`src/verilog/e1tpc_pkg.sv`:
```
// Purpose: Constants shared by the E1 trunk pin control and status block
// Assumes: One core clock at 100 MHz; all E1 clocks arrive as sampled pins
// Notes: Timeslot placement of control and status words is fixed here
package e1tpc_pkg;
  localparam int CORE_CLK_MHZ = 100;
  localparam int SYNC_STAGES = 2;
  localparam int BITS_PER_FRAME = 256;
  localparam int SLOTS_PER_FRAME = 32;
  localparam int LINE_DIV_HALF = 128;
  // Control input stream zero
  localparam logic [4:0] TS_MCW_ONE = 5'h00;
  localparam logic [4:0] TS_MCW_TWO = 5'h10;
  localparam int MASTER_CONTROL_WORD_TWO_AUX_BIT = 1;
  localparam int MASTER_CONTROL_WORD_TWO_CLK8K_EN_BIT = 0;
  localparam int PCW_VOICE_BIT = 0;
  // Control output stream
  localparam logic [4:0] TS_SIG_LAST = 5'h0f;
  localparam logic [4:0] TS_MSW_ONE = 5'h10;
  localparam logic [4:0] TS_MSW_TWO = 5'h11;
  localparam logic [4:0] TS_PHASE = 5'h12;
  localparam logic [4:0] TS_CRC_CNT = 5'h13;
  localparam int MASTER_STATUS_WORD_ONE_SYNC_BIT = 0;
  localparam int MASTER_STATUS_WORD_ONE_AUX_BIT = 1;
  // Line framing
  localparam logic [6:0] FAS_PATTERN = 7'h1b;
  localparam logic [4:0] TS_SIGNALLING = 5'h10;
  localparam logic [7:0] ADI_MASK = 8'h55;
  localparam logic [7:0] NFAS_WORD = 8'h40;
  localparam int FAS_MISS_LIMIT = 3;
  localparam int LOS_ZERO_BITS = 32;
  // AHB register map
  localparam logic [7:0] ADDR_CTRL = 8'h00;
  localparam logic [7:0] ADDR_STATUS = 8'h04;
  localparam logic [7:0] ADDR_IRQ_STATUS = 8'h08;
  localparam logic [7:0] ADDR_IRQ_MASK = 8'h0c;
  localparam logic [31:0] CTRL_RESET = 32'h00000001;
  localparam int IRQ_SYNC_GAIN = 0;
  localparam int IRQ_SYNC_LOSS = 1;
  localparam int IRQ_AUX_CHANGE = 2;
  localparam int IRQ_BITS = 3;
  typedef enum logic [1:0] {SYNC_LOST, SYNC_LOCKED} e1tpc_sync_e;
endpackage : e1tpc_pkg

```
`src/verilog/e1tpc_top.sv`:
```
// Operation
// - 8 kHz output is line clock divided by 256, aligned to received frame
// - 8 kHz output held low when signal or basic frame sync is lost
// - 8 kHz output tristated while its enable bit in control word two is 0
// - Aux control output follows bit 1 of control word two on stream zero
// - Aux control output changes only once per frame
// - Aux status sampled once per frame, reported in status word one bit 1
// - Digit inversion on voice channels when select high, none when low
// - Received channel data leaves on a 2048 kbit/s system data stream
// - Control out stream carries 16 signalling, two status, phase, error count
// - Accepts unipolar NRZ or RZ data plus two split-phase inputs
// - Drives two complementary split-phase unipolar transmit outputs
// - System bus frames are 125 us of 32 eight-bit channels
// - System bus sampled on clock falling edge, launched on rising edge
// - Line data latched on falling edge of the recovered line clock
// Purpose: E1 trunk pin-level control, status and serial stream handling
// Assumes: Every E1 pin is asynchronous to i_core_clk and much slower
// Notes: Registers on AHB-Lite, zero wait state; one level interrupt
`timescale 1ns/1ns
`default_nettype none
module e1tpc_top
(
  input wire logic i_core_clk,
  input wire logic i_reset_n,
  input wire logic i_clk_en,
  input wire logic i_hsel,
  input wire logic [7:0] i_haddr,
  input wire logic [1:0] i_htrans,
  input wire logic i_hwrite,
  input wire logic [2:0] i_hsize,
  input wire logic [31:0] i_hwdata,
  input wire logic i_hready,
  output logic o_hreadyout,
  output logic o_hresp,
  output logic [31:0] o_hrdata,
  output logic o_irq,
  input wire logic i_system_bit_clock,
  input wire logic i_system_frame_pulse,
  input wire logic i_sys_data_in_stream,
  input wire logic i_ctrl_in_stream_zero,
  input wire logic i_ctrl_in_stream_one,
  output logic o_sys_data_out_stream,
  output logic o_ctrl_out_stream,
  input wire logic i_recovered_line_clock,
  input wire logic i_line_rx_phase_a,
  input wire logic i_line_rx_phase_b,
  input wire logic i_line_rx_data,
  output logic o_line_tx_phase_a,
  output logic o_line_tx_phase_b,
  output logic o_recovered_8k_clock_out,
  output logic o_recovered_8k_clock_oe,
  output logic o_aux_control_out,
  input wire logic i_aux_status_in,
  input wire logic i_digit_inversion_select
);
  localparam int NPIN = 11;
  logic [NPIN-1:0] pin_raw;
  logic [NPIN-1:0] pin_meta;
  logic [NPIN-1:0] pin_sync;
  assign pin_raw = {i_digit_inversion_select, i_aux_status_in, i_line_rx_data, i_line_rx_phase_b,
                    i_line_rx_phase_a, i_recovered_line_clock, i_ctrl_in_stream_one,
                    i_ctrl_in_stream_zero, i_sys_data_in_stream, i_system_frame_pulse, i_system_bit_clock};
  // Two-stage synchronisers; stage one feeds stage two only
  always_ff @(posedge i_core_clk)
  begin
    if (!i_reset_n)
    begin
      pin_meta <= '0;
      pin_sync <= '0;
    end
    else if (i_clk_en)
    begin
      pin_meta <= pin_raw;
      pin_sync <= pin_meta;
    end
  end
  logic sclk_q;
  logic lclk_q;
  always_ff @(posedge i_core_clk)
  begin
    if (!i_reset_n)
    begin
      sclk_q <= 1'b0;
      lclk_q <= 1'b0;
    end
    else if (i_clk_en)
    begin
      sclk_q <= pin_sync[0];
      lclk_q <= pin_sync[5];
    end
  end
  logic sclk_fall;
  logic sclk_rise;
  logic lclk_fall;
  assign sclk_fall = i_clk_en && sclk_q && !pin_sync[0];
  assign sclk_rise = i_clk_en && !sclk_q && pin_sync[0];
  assign lclk_fall = i_clk_en && lclk_q && !pin_sync[5];
  logic frame_pulse_s;
  logic din_s;
  logic cin0_s;
  logic cin1_s;
  logic rx_bit_s;
  logic aux_st_s;
  logic adi_sel_s;
  assign frame_pulse_s = pin_sync[1];
  assign din_s = pin_sync[2];
  assign cin0_s = pin_sync[3];
  assign cin1_s = pin_sync[4];
  // NRZ or RZ data both read at mid-bit; split-phase marks also count
  assign rx_bit_s = pin_sync[8] | pin_sync[6] | pin_sync[7];
  assign aux_st_s = pin_sync[9];
  assign adi_sel_s = pin_sync[10];

  // System bus side
  logic [7:0] sys_bit;
  logic [7:0] din_sh;
  logic [7:0] cin0_sh;
  logic [7:0] cin1_sh;
  logic [7:0] tx_frame [e1tpc_pkg::SLOTS_PER_FRAME];
  logic [31:0] voice_map;
  logic [7:0] mcw_two_pend;
  logic [7:0] mcw_two;
  logic [7:0] diag_word;
  logic sys_frame_start;
  logic [4:0] sys_ts;
  logic [2:0] sys_bi;
  logic [7:0] in_bit;
  logic [4:0] in_ts;
  logic [2:0] in_bi;
  logic [7:0] out_bit;
  logic [4:0] out_ts;
  logic [2:0] out_bi;
  logic [7:0] cin0_byte;
  assign sys_ts = sys_bit[7:3];
  assign sys_bi = sys_bit[2:0];
  // Bit sampled at this falling edge; the pulse marks bit 0
  assign in_bit = frame_pulse_s ? 8'h00 : sys_bit + 8'h01;
  assign in_ts = in_bit[7:3];
  assign in_bi = in_bit[2:0];
  // Rising edge launches the bit after the one last sampled
  assign out_bit = sys_bit + 8'h01;
  assign out_ts = out_bit[7:3];
  assign out_bi = out_bit[2:0];
  assign cin0_byte = {cin0_sh[6:0], cin0_s};
  assign sys_frame_start = sclk_fall && frame_pulse_s;
  always_ff @(posedge i_core_clk)
  begin
    if (!i_reset_n)
    begin
      sys_bit <= '0;
      din_sh <= '0;
      cin0_sh <= '0;
      cin1_sh <= '0;
      voice_map <= '0;
      mcw_two_pend <= '0;
      diag_word <= '0;
    end
    else if (sclk_fall)
    begin
      din_sh <= {din_sh[6:0], din_s};
      cin0_sh <= {cin0_sh[6:0], cin0_s};
      cin1_sh <= {cin1_sh[6:0], cin1_s};
      sys_bit <= in_bit;
      if (in_bi == 3'h7)
      begin
        if (in_ts == e1tpc_pkg::TS_MCW_TWO)
          mcw_two_pend <= cin0_byte;
        else if (in_ts != e1tpc_pkg::TS_MCW_ONE)
          voice_map[in_ts] <= cin0_byte[e1tpc_pkg::PCW_VOICE_BIT];
        if (in_ts == e1tpc_pkg::TS_MCW_ONE)
          diag_word <= {cin1_sh[6:0], cin1_s};
      end
    end
  end
  always_ff @(posedge i_core_clk)
  begin
    if (sclk_fall && in_bi == 3'h7)
      tx_frame[in_ts] <= {din_sh[6:0], din_s} ^
                         ((adi_sel_s && voice_map[in_ts]) ? e1tpc_pkg::ADI_MASK : 8'h00);
  end
  logic aux_status_held;
  always_ff @(posedge i_core_clk)
  begin
    if (!i_reset_n)
    begin
      mcw_two <= '0;
      aux_status_held <= 1'b0;
    end
    else if (sys_frame_start)
    begin
      mcw_two <= mcw_two_pend;
      aux_status_held <= aux_st_s;
    end
  end
  assign o_aux_control_out = mcw_two[e1tpc_pkg::MASTER_CONTROL_WORD_TWO_AUX_BIT];

  // Line receive side
  e1tpc_pkg::e1tpc_sync_e sync_state;
  logic [7:0] line_bit;
  logic [7:0] rx_sh;
  logic [7:0] rx_frame [e1tpc_pkg::SLOTS_PER_FRAME];
  logic [1:0] fas_miss;
  logic [5:0] zero_run;
  logic fas_frame;
  logic [7:0] crc_err_count;
  logic [7:0] sig_word;
  logic [7:0] rx_byte;
  logic fas_seen;
  assign rx_byte = {rx_sh[6:0], rx_bit_s};
  assign fas_seen = rx_byte[6:0] == e1tpc_pkg::FAS_PATTERN;
  always_ff @(posedge i_core_clk)
  begin
    if (!i_reset_n)
    begin
      sync_state <= e1tpc_pkg::SYNC_LOST;
      line_bit <= '0;
      rx_sh <= '0;
      fas_miss <= '0;
      zero_run <= '0;
      fas_frame <= 1'b0;
      crc_err_count <= '0;
      sig_word <= '0;
    end
    else if (lclk_fall)
    begin
      rx_sh <= rx_byte;
      line_bit <= line_bit + 8'h01;
      zero_run <= rx_bit_s ? 6'h00 :
                  (zero_run == 6'(e1tpc_pkg::LOS_ZERO_BITS) ? zero_run : zero_run + 6'h01);
      if (line_bit == 8'hff)
        fas_frame <= !fas_frame;
      if (line_bit[2:0] == 3'h7 && line_bit[7:3] == e1tpc_pkg::TS_SIGNALLING)
        sig_word <= rx_byte;
      case (sync_state)
        e1tpc_pkg::SYNC_LOST:
        begin
          if (fas_seen)
          begin
            sync_state <= e1tpc_pkg::SYNC_LOCKED;
            line_bit <= 8'h08;
            fas_frame <= 1'b1;
            fas_miss <= '0;
          end
        end
        e1tpc_pkg::SYNC_LOCKED:
        begin
          if (zero_run == 6'(e1tpc_pkg::LOS_ZERO_BITS))
            sync_state <= e1tpc_pkg::SYNC_LOST;
          else if (line_bit == 8'h07 && fas_frame)
          begin
            if (fas_seen)
              fas_miss <= '0;
            else
            begin
              crc_err_count <= crc_err_count + 8'h01;
              fas_miss <= fas_miss + 2'h1;
              if (fas_miss == 2'(e1tpc_pkg::FAS_MISS_LIMIT - 1))
                sync_state <= e1tpc_pkg::SYNC_LOST;
            end
          end
        end
        default: sync_state <= e1tpc_pkg::SYNC_LOST;
      endcase
    end
  end
  always_ff @(posedge i_core_clk)
  begin
    if (lclk_fall && line_bit[2:0] == 3'h7)
      rx_frame[line_bit[7:3]] <= rx_byte;
  end
  logic synced;
  assign synced = sync_state == e1tpc_pkg::SYNC_LOCKED;
  always_ff @(posedge i_core_clk)
  begin
    if (!i_reset_n)
    begin
      o_recovered_8k_clock_out <= 1'b0;
      o_recovered_8k_clock_oe <= 1'b0;
    end
    else if (i_clk_en)
    begin
      o_recovered_8k_clock_out <= synced && line_bit < 8'(e1tpc_pkg::LINE_DIV_HALF);
      o_recovered_8k_clock_oe <= mcw_two[e1tpc_pkg::MASTER_CONTROL_WORD_TWO_CLK8K_EN_BIT];
    end
  end

  // Serial outputs launched on the system clock rising edge
  logic [7:0] cout_word;
  logic [7:0] dout_word;
  always_comb
  begin
    dout_word = rx_frame[out_ts] ^ ((adi_sel_s && voice_map[out_ts]) ? e1tpc_pkg::ADI_MASK : 8'h00);
    if (out_ts <= e1tpc_pkg::TS_SIG_LAST)
      cout_word = sig_word;
    else if (out_ts == e1tpc_pkg::TS_MSW_ONE)
      cout_word = {6'h00, aux_status_held, synced};
    else if (out_ts == e1tpc_pkg::TS_MSW_TWO)
      cout_word = diag_word;
    else if (out_ts == e1tpc_pkg::TS_PHASE)
      cout_word = line_bit;
    else if (out_ts == e1tpc_pkg::TS_CRC_CNT)
      cout_word = crc_err_count;
    else
      cout_word = 8'h00;
  end
  always_ff @(posedge i_core_clk)
  begin
    if (!i_reset_n)
    begin
      o_sys_data_out_stream <= 1'b0;
      o_ctrl_out_stream <= 1'b0;
    end
    else if (sclk_rise)
    begin
      o_sys_data_out_stream <= dout_word[3'h7 - out_bi];
      o_ctrl_out_stream <= cout_word[3'h7 - out_bi];
    end
  end

  // Line transmit, alternate mark inversion on the two phases
  logic [31:0] ctrl_reg;
  logic tx_pol;
  logic tx_fas;
  logic [7:0] tx_word;
  logic tx_mark;
  assign tx_word = (sys_ts == 5'h00) ? (tx_fas ? {1'b0, e1tpc_pkg::FAS_PATTERN} : e1tpc_pkg::NFAS_WORD) :
                   tx_frame[sys_ts];
  assign tx_mark = tx_word[3'h7 - sys_bi];
  always_ff @(posedge i_core_clk)
  begin
    if (!i_reset_n)
    begin
      tx_pol <= 1'b0;
      tx_fas <= 1'b0;
      o_line_tx_phase_a <= 1'b0;
      o_line_tx_phase_b <= 1'b0;
    end
    else if (sclk_fall)
    begin
      if (sys_bit == 8'hff)
        tx_fas <= !tx_fas;
      if (tx_mark && ctrl_reg[0])
        tx_pol <= !tx_pol;
      o_line_tx_phase_a <= ctrl_reg[0] && tx_mark && !tx_pol;
      o_line_tx_phase_b <= ctrl_reg[0] && tx_mark && tx_pol;
    end
  end

  // AHB-Lite slave, zero wait states
  logic [e1tpc_pkg::IRQ_BITS-1:0] irq_status;
  logic [e1tpc_pkg::IRQ_BITS-1:0] irq_mask;
  logic [e1tpc_pkg::IRQ_BITS-1:0] irq_event;
  logic synced_q;
  logic aux_q;
  logic wr_pend;
  logic [7:0] wr_addr;
  logic acc;
  logic rd_clr;
  assign acc = i_clk_en && i_hsel && i_hready && i_htrans[1];
  assign rd_clr = acc && !i_hwrite && i_haddr == e1tpc_pkg::ADDR_IRQ_STATUS;
  assign o_hreadyout = 1'b1;
  assign o_hresp = 1'b0;
  assign irq_event[e1tpc_pkg::IRQ_SYNC_GAIN] = synced && !synced_q;
  assign irq_event[e1tpc_pkg::IRQ_SYNC_LOSS] = !synced && synced_q;
  assign irq_event[e1tpc_pkg::IRQ_AUX_CHANGE] = aux_status_held != aux_q;
  always_ff @(posedge i_core_clk)
  begin
    if (!i_reset_n)
    begin
      synced_q <= 1'b0;
      aux_q <= 1'b0;
      irq_status <= '0;
      o_irq <= 1'b0;
    end
    else if (i_clk_en)
    begin
      synced_q <= synced;
      aux_q <= aux_status_held;
      // A new event beats the read that clears
      irq_status <= (rd_clr ? '0 : irq_status) | irq_event;
      o_irq <= |(irq_status & irq_mask);
    end
  end
  always_ff @(posedge i_core_clk)
  begin
    if (!i_reset_n)
    begin
      ctrl_reg <= e1tpc_pkg::CTRL_RESET;
      irq_mask <= '0;
      wr_pend <= 1'b0;
      wr_addr <= '0;
      o_hrdata <= '0;
    end
    else if (i_clk_en)
    begin
      wr_pend <= acc && i_hwrite;
      wr_addr <= i_haddr;
      if (wr_pend && wr_addr == e1tpc_pkg::ADDR_CTRL)
        ctrl_reg <= {31'h0, i_hwdata[0]};
      else if (wr_pend && wr_addr == e1tpc_pkg::ADDR_IRQ_MASK)
        irq_mask <= i_hwdata[e1tpc_pkg::IRQ_BITS-1:0];
      if (acc && !i_hwrite)
      begin
        if (i_haddr == e1tpc_pkg::ADDR_CTRL)
          o_hrdata <= ctrl_reg;
        else if (i_haddr == e1tpc_pkg::ADDR_STATUS)
          o_hrdata <= {16'h0, crc_err_count, 4'h0, mcw_two[e1tpc_pkg::MASTER_CONTROL_WORD_TWO_CLK8K_EN_BIT], o_aux_control_out,
                       aux_status_held, synced};
        else if (i_haddr == e1tpc_pkg::ADDR_IRQ_STATUS)
          o_hrdata <= {29'h0, irq_status};
        else if (i_haddr == e1tpc_pkg::ADDR_IRQ_MASK)
          o_hrdata <= {29'h0, irq_mask};
        else
          o_hrdata <= 32'h0;
      end
    end
  end

  // Checks
  aux_frame_only_a: assert property (@(posedge i_core_clk) disable iff (!i_reset_n)
    !sys_frame_start |=> $stable(o_aux_control_out)) else $error("aux control moved mid-frame");
  aux_follows_a: assert property (@(posedge i_core_clk) disable iff (!i_reset_n)
    sys_frame_start |=> o_aux_control_out == $past(mcw_two_pend[e1tpc_pkg::MASTER_CONTROL_WORD_TWO_AUX_BIT]))
    else $error("aux control wrong");
  status_sample_a: assert property (@(posedge i_core_clk) disable iff (!i_reset_n)
    sys_frame_start |=> aux_status_held == $past(aux_st_s)) else $error("aux status not sampled");
  clk8k_low_a: assert property (@(posedge i_core_clk) disable iff (!i_reset_n)
    (i_clk_en && !synced) |=> !o_recovered_8k_clock_out) else $error("8k high without sync");
  clk8k_phase_a: assert property (@(posedge i_core_clk) disable iff (!i_reset_n)
    (i_clk_en && synced && line_bit == 8'h80) |=> !o_recovered_8k_clock_out) else $error("8k phase wrong");
  clk8k_oe_a: assert property (@(posedge i_core_clk) disable iff (!i_reset_n)
    (i_clk_en && !mcw_two[e1tpc_pkg::MASTER_CONTROL_WORD_TWO_CLK8K_EN_BIT]) |=> !o_recovered_8k_clock_oe)
    else $error("8k not released");
  tx_split_a: assert property (@(posedge i_core_clk) disable iff (!i_reset_n)
    !(o_line_tx_phase_a && o_line_tx_phase_b)) else $error("both tx phases high");
  frame_wrap_a: assert property (@(posedge i_core_clk) disable iff (!i_reset_n)
    sys_frame_start |=> sys_bit == 8'h00) else $error("frame pulse not aligning");
  line_latch_a: assert property (@(posedge i_core_clk) disable iff (!i_reset_n)
    (i_clk_en && !lclk_fall) |=> $stable(rx_sh)) else $error("line data moved off edge");
  sync_cov_c: cover property (@(posedge i_core_clk) disable iff (!i_reset_n) irq_event[e1tpc_pkg::IRQ_SYNC_GAIN]);
  loss_cov_c: cover property (@(posedge i_core_clk) disable iff (!i_reset_n) irq_event[e1tpc_pkg::IRQ_SYNC_LOSS]);
  aux_cov_c: cover property (@(posedge i_core_clk) disable iff (!i_reset_n) $rose(o_aux_control_out));
endmodule : e1tpc_top
`default_nettype wire

```
`config.mk`:
```
export PLATFORM = sky130hd
export DESIGN_NAME = e1tpc_top
export DESIGN_NICKNAME = d
export VERILOG_FILES = /design/src/verilog/e1tpc_pkg.sv /design/src/verilog/e1tpc_top.sv
export SDC_FILE = /design/constraint.sdc
export NUM_CORES = 1
export LEC_CHECK = 0
export BUFFER_PORTS_ARGS = -buffer_cell sky130_fd_sc_hd__buf_2
export CAP_MARGIN = 10
export CORE_ASPECT_RATIO = 0.9
export CORE_UTILIZATION = 56
export DETAILED_ROUTE_END_ITERATION = 16
export GPL_TIMING_DRIVEN = 0
export PLACE_DENSITY_LB_ADDON = 0.12
export SYNTH_ARGS = -nofsm -noshare
export SYNTH_HDL_FRONTEND = slang
export SYNTH_SLANG_ARGS = --single-unit
```
`constraint.sdc`:
```
create_clock -name i_core_clk -period 3.8 [get_ports i_core_clk]
set_input_delay 0 -clock i_core_clk [delete_from_list [all_inputs] [get_ports i_core_clk]]
set_output_delay 0 -clock i_core_clk [all_outputs]
set_load 0.005 [all_outputs]
```
==> impl_metrics.csv <==
group,metric,value,unit
synth,synth_cells,1985,
route,via_per_inst,6.385,
floorplan,core,0.05065,sq mm
clock_network,cts_sinks,689,
clock_network,clk_pin_slew,0.06,ns
layout,nets,2256,
route,first_iter_violations,2181,
timing,holdWs,0.1074,ns
route,drc,0,
layout,area_growth,16.08,%
synth,synth.avg_cell_area,14.56,sq um
timing,hold_viol,0,
critical_path,timing.rr.end,"voice_map[6]$_SDFFE_PN0P_",
route,ant_nets,0,
synth,synth_ff_type,"edfxtp_1",
pwr,p_sw,2962,uW
timing,finalSetupViolCount,82,
placed_design,dp_hpwl,53780,microns
pwr,combPwrFrac,1.5,%
pwr,pwr-share-clk,45.0,%
timing,fin_skew,0.01445,ns
critical_path,cp-start-kind,"flip-flop",
global_routing,grt_max_degree,37,
timing,fin_crit,3.874,ns
timing,setup_ws,-0.07393,ns
pwr,irDropWorstVdd,381.2,uV
layout,mostFrequentLayoutCells,"edfxtp_1, dfxtp_1, nand2_1",
synth,synthesis.area,0.02891,sq mm
synth,synthArstFlopShare,0,%
critical_path,reg2reg_from,"sys_bit[1]$_SDFFE_PN0P_",
global_routing,grt_pass1_vias,18150,
timing,slew_viol_final,0,
floorplan,io_pins,104,
global_routing,grt_first_pass_wirelength,119600,microns
run_status,outcome,"finished with violations",
global_routing,overflow,0,
route,wl_per_cell,28.02,microns
layout,drive_gt1_share,19.41,%
pwr,netSwitchingFraction,19.74,%
critical_path,cp.required,4.33,ns
route,drt-pass1-iter-count,7,
floorplan,die_w,241.5,microns
layout,final_util,66.24,%
placed_design,routabilityCongestion,0.9620,
critical_path,rr_worst_depth,10,
pwr,p_int,12040,uW
synth,seq_area_frac_synth,65.45,%
pwr,pwr-share-seq,53.5,%
placed_design,dp.cells,2741,
floorplan,initial_core_util,57.07,%
route,routed_wl,81740,microns
critical_path,cp-end-kind,"flip-flop",
clock_network,cts_tree,"built",
route,vias,18630,
critical_path,arrival,4.40,ns
clock_network,cts-root-buf,"clkbuf_16",
timing,tightest_slew,1.341,ns
critical_path,cp-endpoint,"voice_map[6]$_SDFFE_PN0P_",
timing,slew_headroom,10.50,%
clock_network,clk_latency,0.62,ns
synth,synth-edff-count,512,
timing,period_share,101.9,%
layout,stdcell_count,2917,
pwr,power,15000,uW
synth,synth_seq_cells,689,
synth,yosys_warnings,0,
placed_design,numPortBuffers,46,
global_routing,grt_antenna_before_repair,0,
synth,ys_types,88,
global_routing,track_usage,31.73,%
clock_network,cts_buffers,68,
floorplan,die_h,217.5,microns
clock_network,cts.path.max_buffers,3,
floorplan,die_area,0.05253,sq mm
critical_path,path_class,"flip-flop to flip-flop",
critical_path,reg2reg_slack,-0.07,ns
critical_path,critPathMaxFanout,10,
layout,final_common_cell,"edfxtp_1",
pwr,leakagePower,0.01057,uW
timing,rsz0062_at_grt,"true",
floorplan,fp-row-count,78,
flow_run,cap_violations,0,
clock_network,htreeDepth,3,
critical_path,critPathLaunch,"sys_bit[1]$_SDFFE_PN0P_",
worst_hold_path,hold_class,"primary input to flip-flop",
run_status,violations,"setup timing",
timing,fmax,0.2581,GHz
pwr,power_density,447.2,mW/mm^2
kinds of logic (layout without fill, tap and decap cells):
logic type	Yosys count	after routing	share of synthesized area, %
xor gates and xnor gates	33	33	1.182
other	2	23	0.02598
and+or+nand+nor	520	520	8.709
buffers and inverters	165	396	3.039
adders and majority gates	7	7	0.3030
DFF	689	689	65.45
AOI/OAI and AO/OA	342	342	8.787
muxes	227	227	12.51
worst max-delay path, stage by stage, from the launching register on:
cell	delay, ns
dfxtp_1	0.34
buf_2	0.22
nand4_2	0.32
o22ai_2	0.50
buf_2	0.44
buf_2	0.40
nand2_1	0.38
clkbuf_1	0.44
nor2_4	0.45
nand2_1	0.10
a21boi_0	0.20
power by group through the flow:
stage / Clock, uW / Sequential, uW / Combinational (uW)
floorplan: 0 / 8180 / 126
global placement: 0 / 8180 / 191
detailed placement: 0 / 8180 / 198
CTS: 6790 / 8020 / 220
global route: 7090 / 8020 / 241
finish: 6760 / 8020 / 225
layer usage:
layer	routed length (microns)	vias up	global-route usage, %
met2	38930	1032	50.72
met5	0	-	0
met1	32910	9353	43.87
li1	-	8044	-
met3	6808	196	5.190
met4	3098	0	11.92
cell usage after synthesis, types with 15 or more instances:
cell,number,area [sq um]
a21boi_0,56,420.4
a21oi_1,34,170.2
a221oi_1,18,157.7
a22oi_1,18,135.1
and2_1,21,131.4
buf_2,33,165.2
buf_4,38,285.3
clkbuf_1,62,232.7
dfxtp_1,177,3543
edfxtp_1,512,15370
mux2_2,18,202.7
mux2i_1,113,1131
mux4_1,35,919.6
mux4_2,60,1351
nand2_1,171,641.9
nand3_1,32,160.2
nor2_1,116,435.4
nor2b_1,86,538.0
nor3_1,25,125.1
o211ai_1,17,127.6
o21ai_0,56,280.3
xor2_1,15,131.4
per-stage QoR:
stage               setup slack (ns)  area [sq um]  TNS [ns]
global route                 -0.1790         33550    -15.36
finish                      -0.07393         33550    -2.609
global placement              -2.127         30060   -403.08
floorplan                    0.06254         28980         0
CTS                          -0.2015         33300    -22.10
detailed placement           -0.9404         30280   -218.27
how the worst min path moves through the flow:
stage / start / endpoint / slack, ns / cells after the start
finish: i_hsel / o_hrdata[15]$_SDFFE_PN0P_ / 0.11 / 5
global route: i_hsel / o_hrdata[0]$_SDFFE_PN0P_ / 0.18 / 5
CTS: i_hsel / o_hrdata[15]$_SDFFE_PN0P_ / 0.07 / 5
detailed placement: i_hwdata[0] / ctrl_reg[0]$_SDFFE_PN1P_ / 0.26 / 3
global placement: i_hwdata[0] / ctrl_reg[0]$_SDFFE_PN1P_ / 0.25 / 3
floorplan: i_hwdata[0] / ctrl_reg[0]$_SDFFE_PN1P_ / 0.13 / 2
final cells by class:
cell class / count / area, sq um
diodes: 1 / 2.502
multi-input cells: 1151 / 9572
clock inverters: 25 / 254.0
fillers: 3598 / 17100
inverters: 14 / 52.55
flip-flops and latches: 689 / 18920
repair buffers: 114 / 1104
well taps: 680 / 850.8
clock buffers: 94 / 1956
plain buffers: 149 / 843.3
what timing repair did:
action / 4_1_cts / 5_1_grt
hold endpoints to repair: 36 / 0
gates resized for setup: 65 / 31
buffers inserted: 21 / 8
hold buffers: 26 / 0
setup endpoints to repair: 383 / 397
pin swaps: 13 / 5
Power figures use the tool's default switching activity.
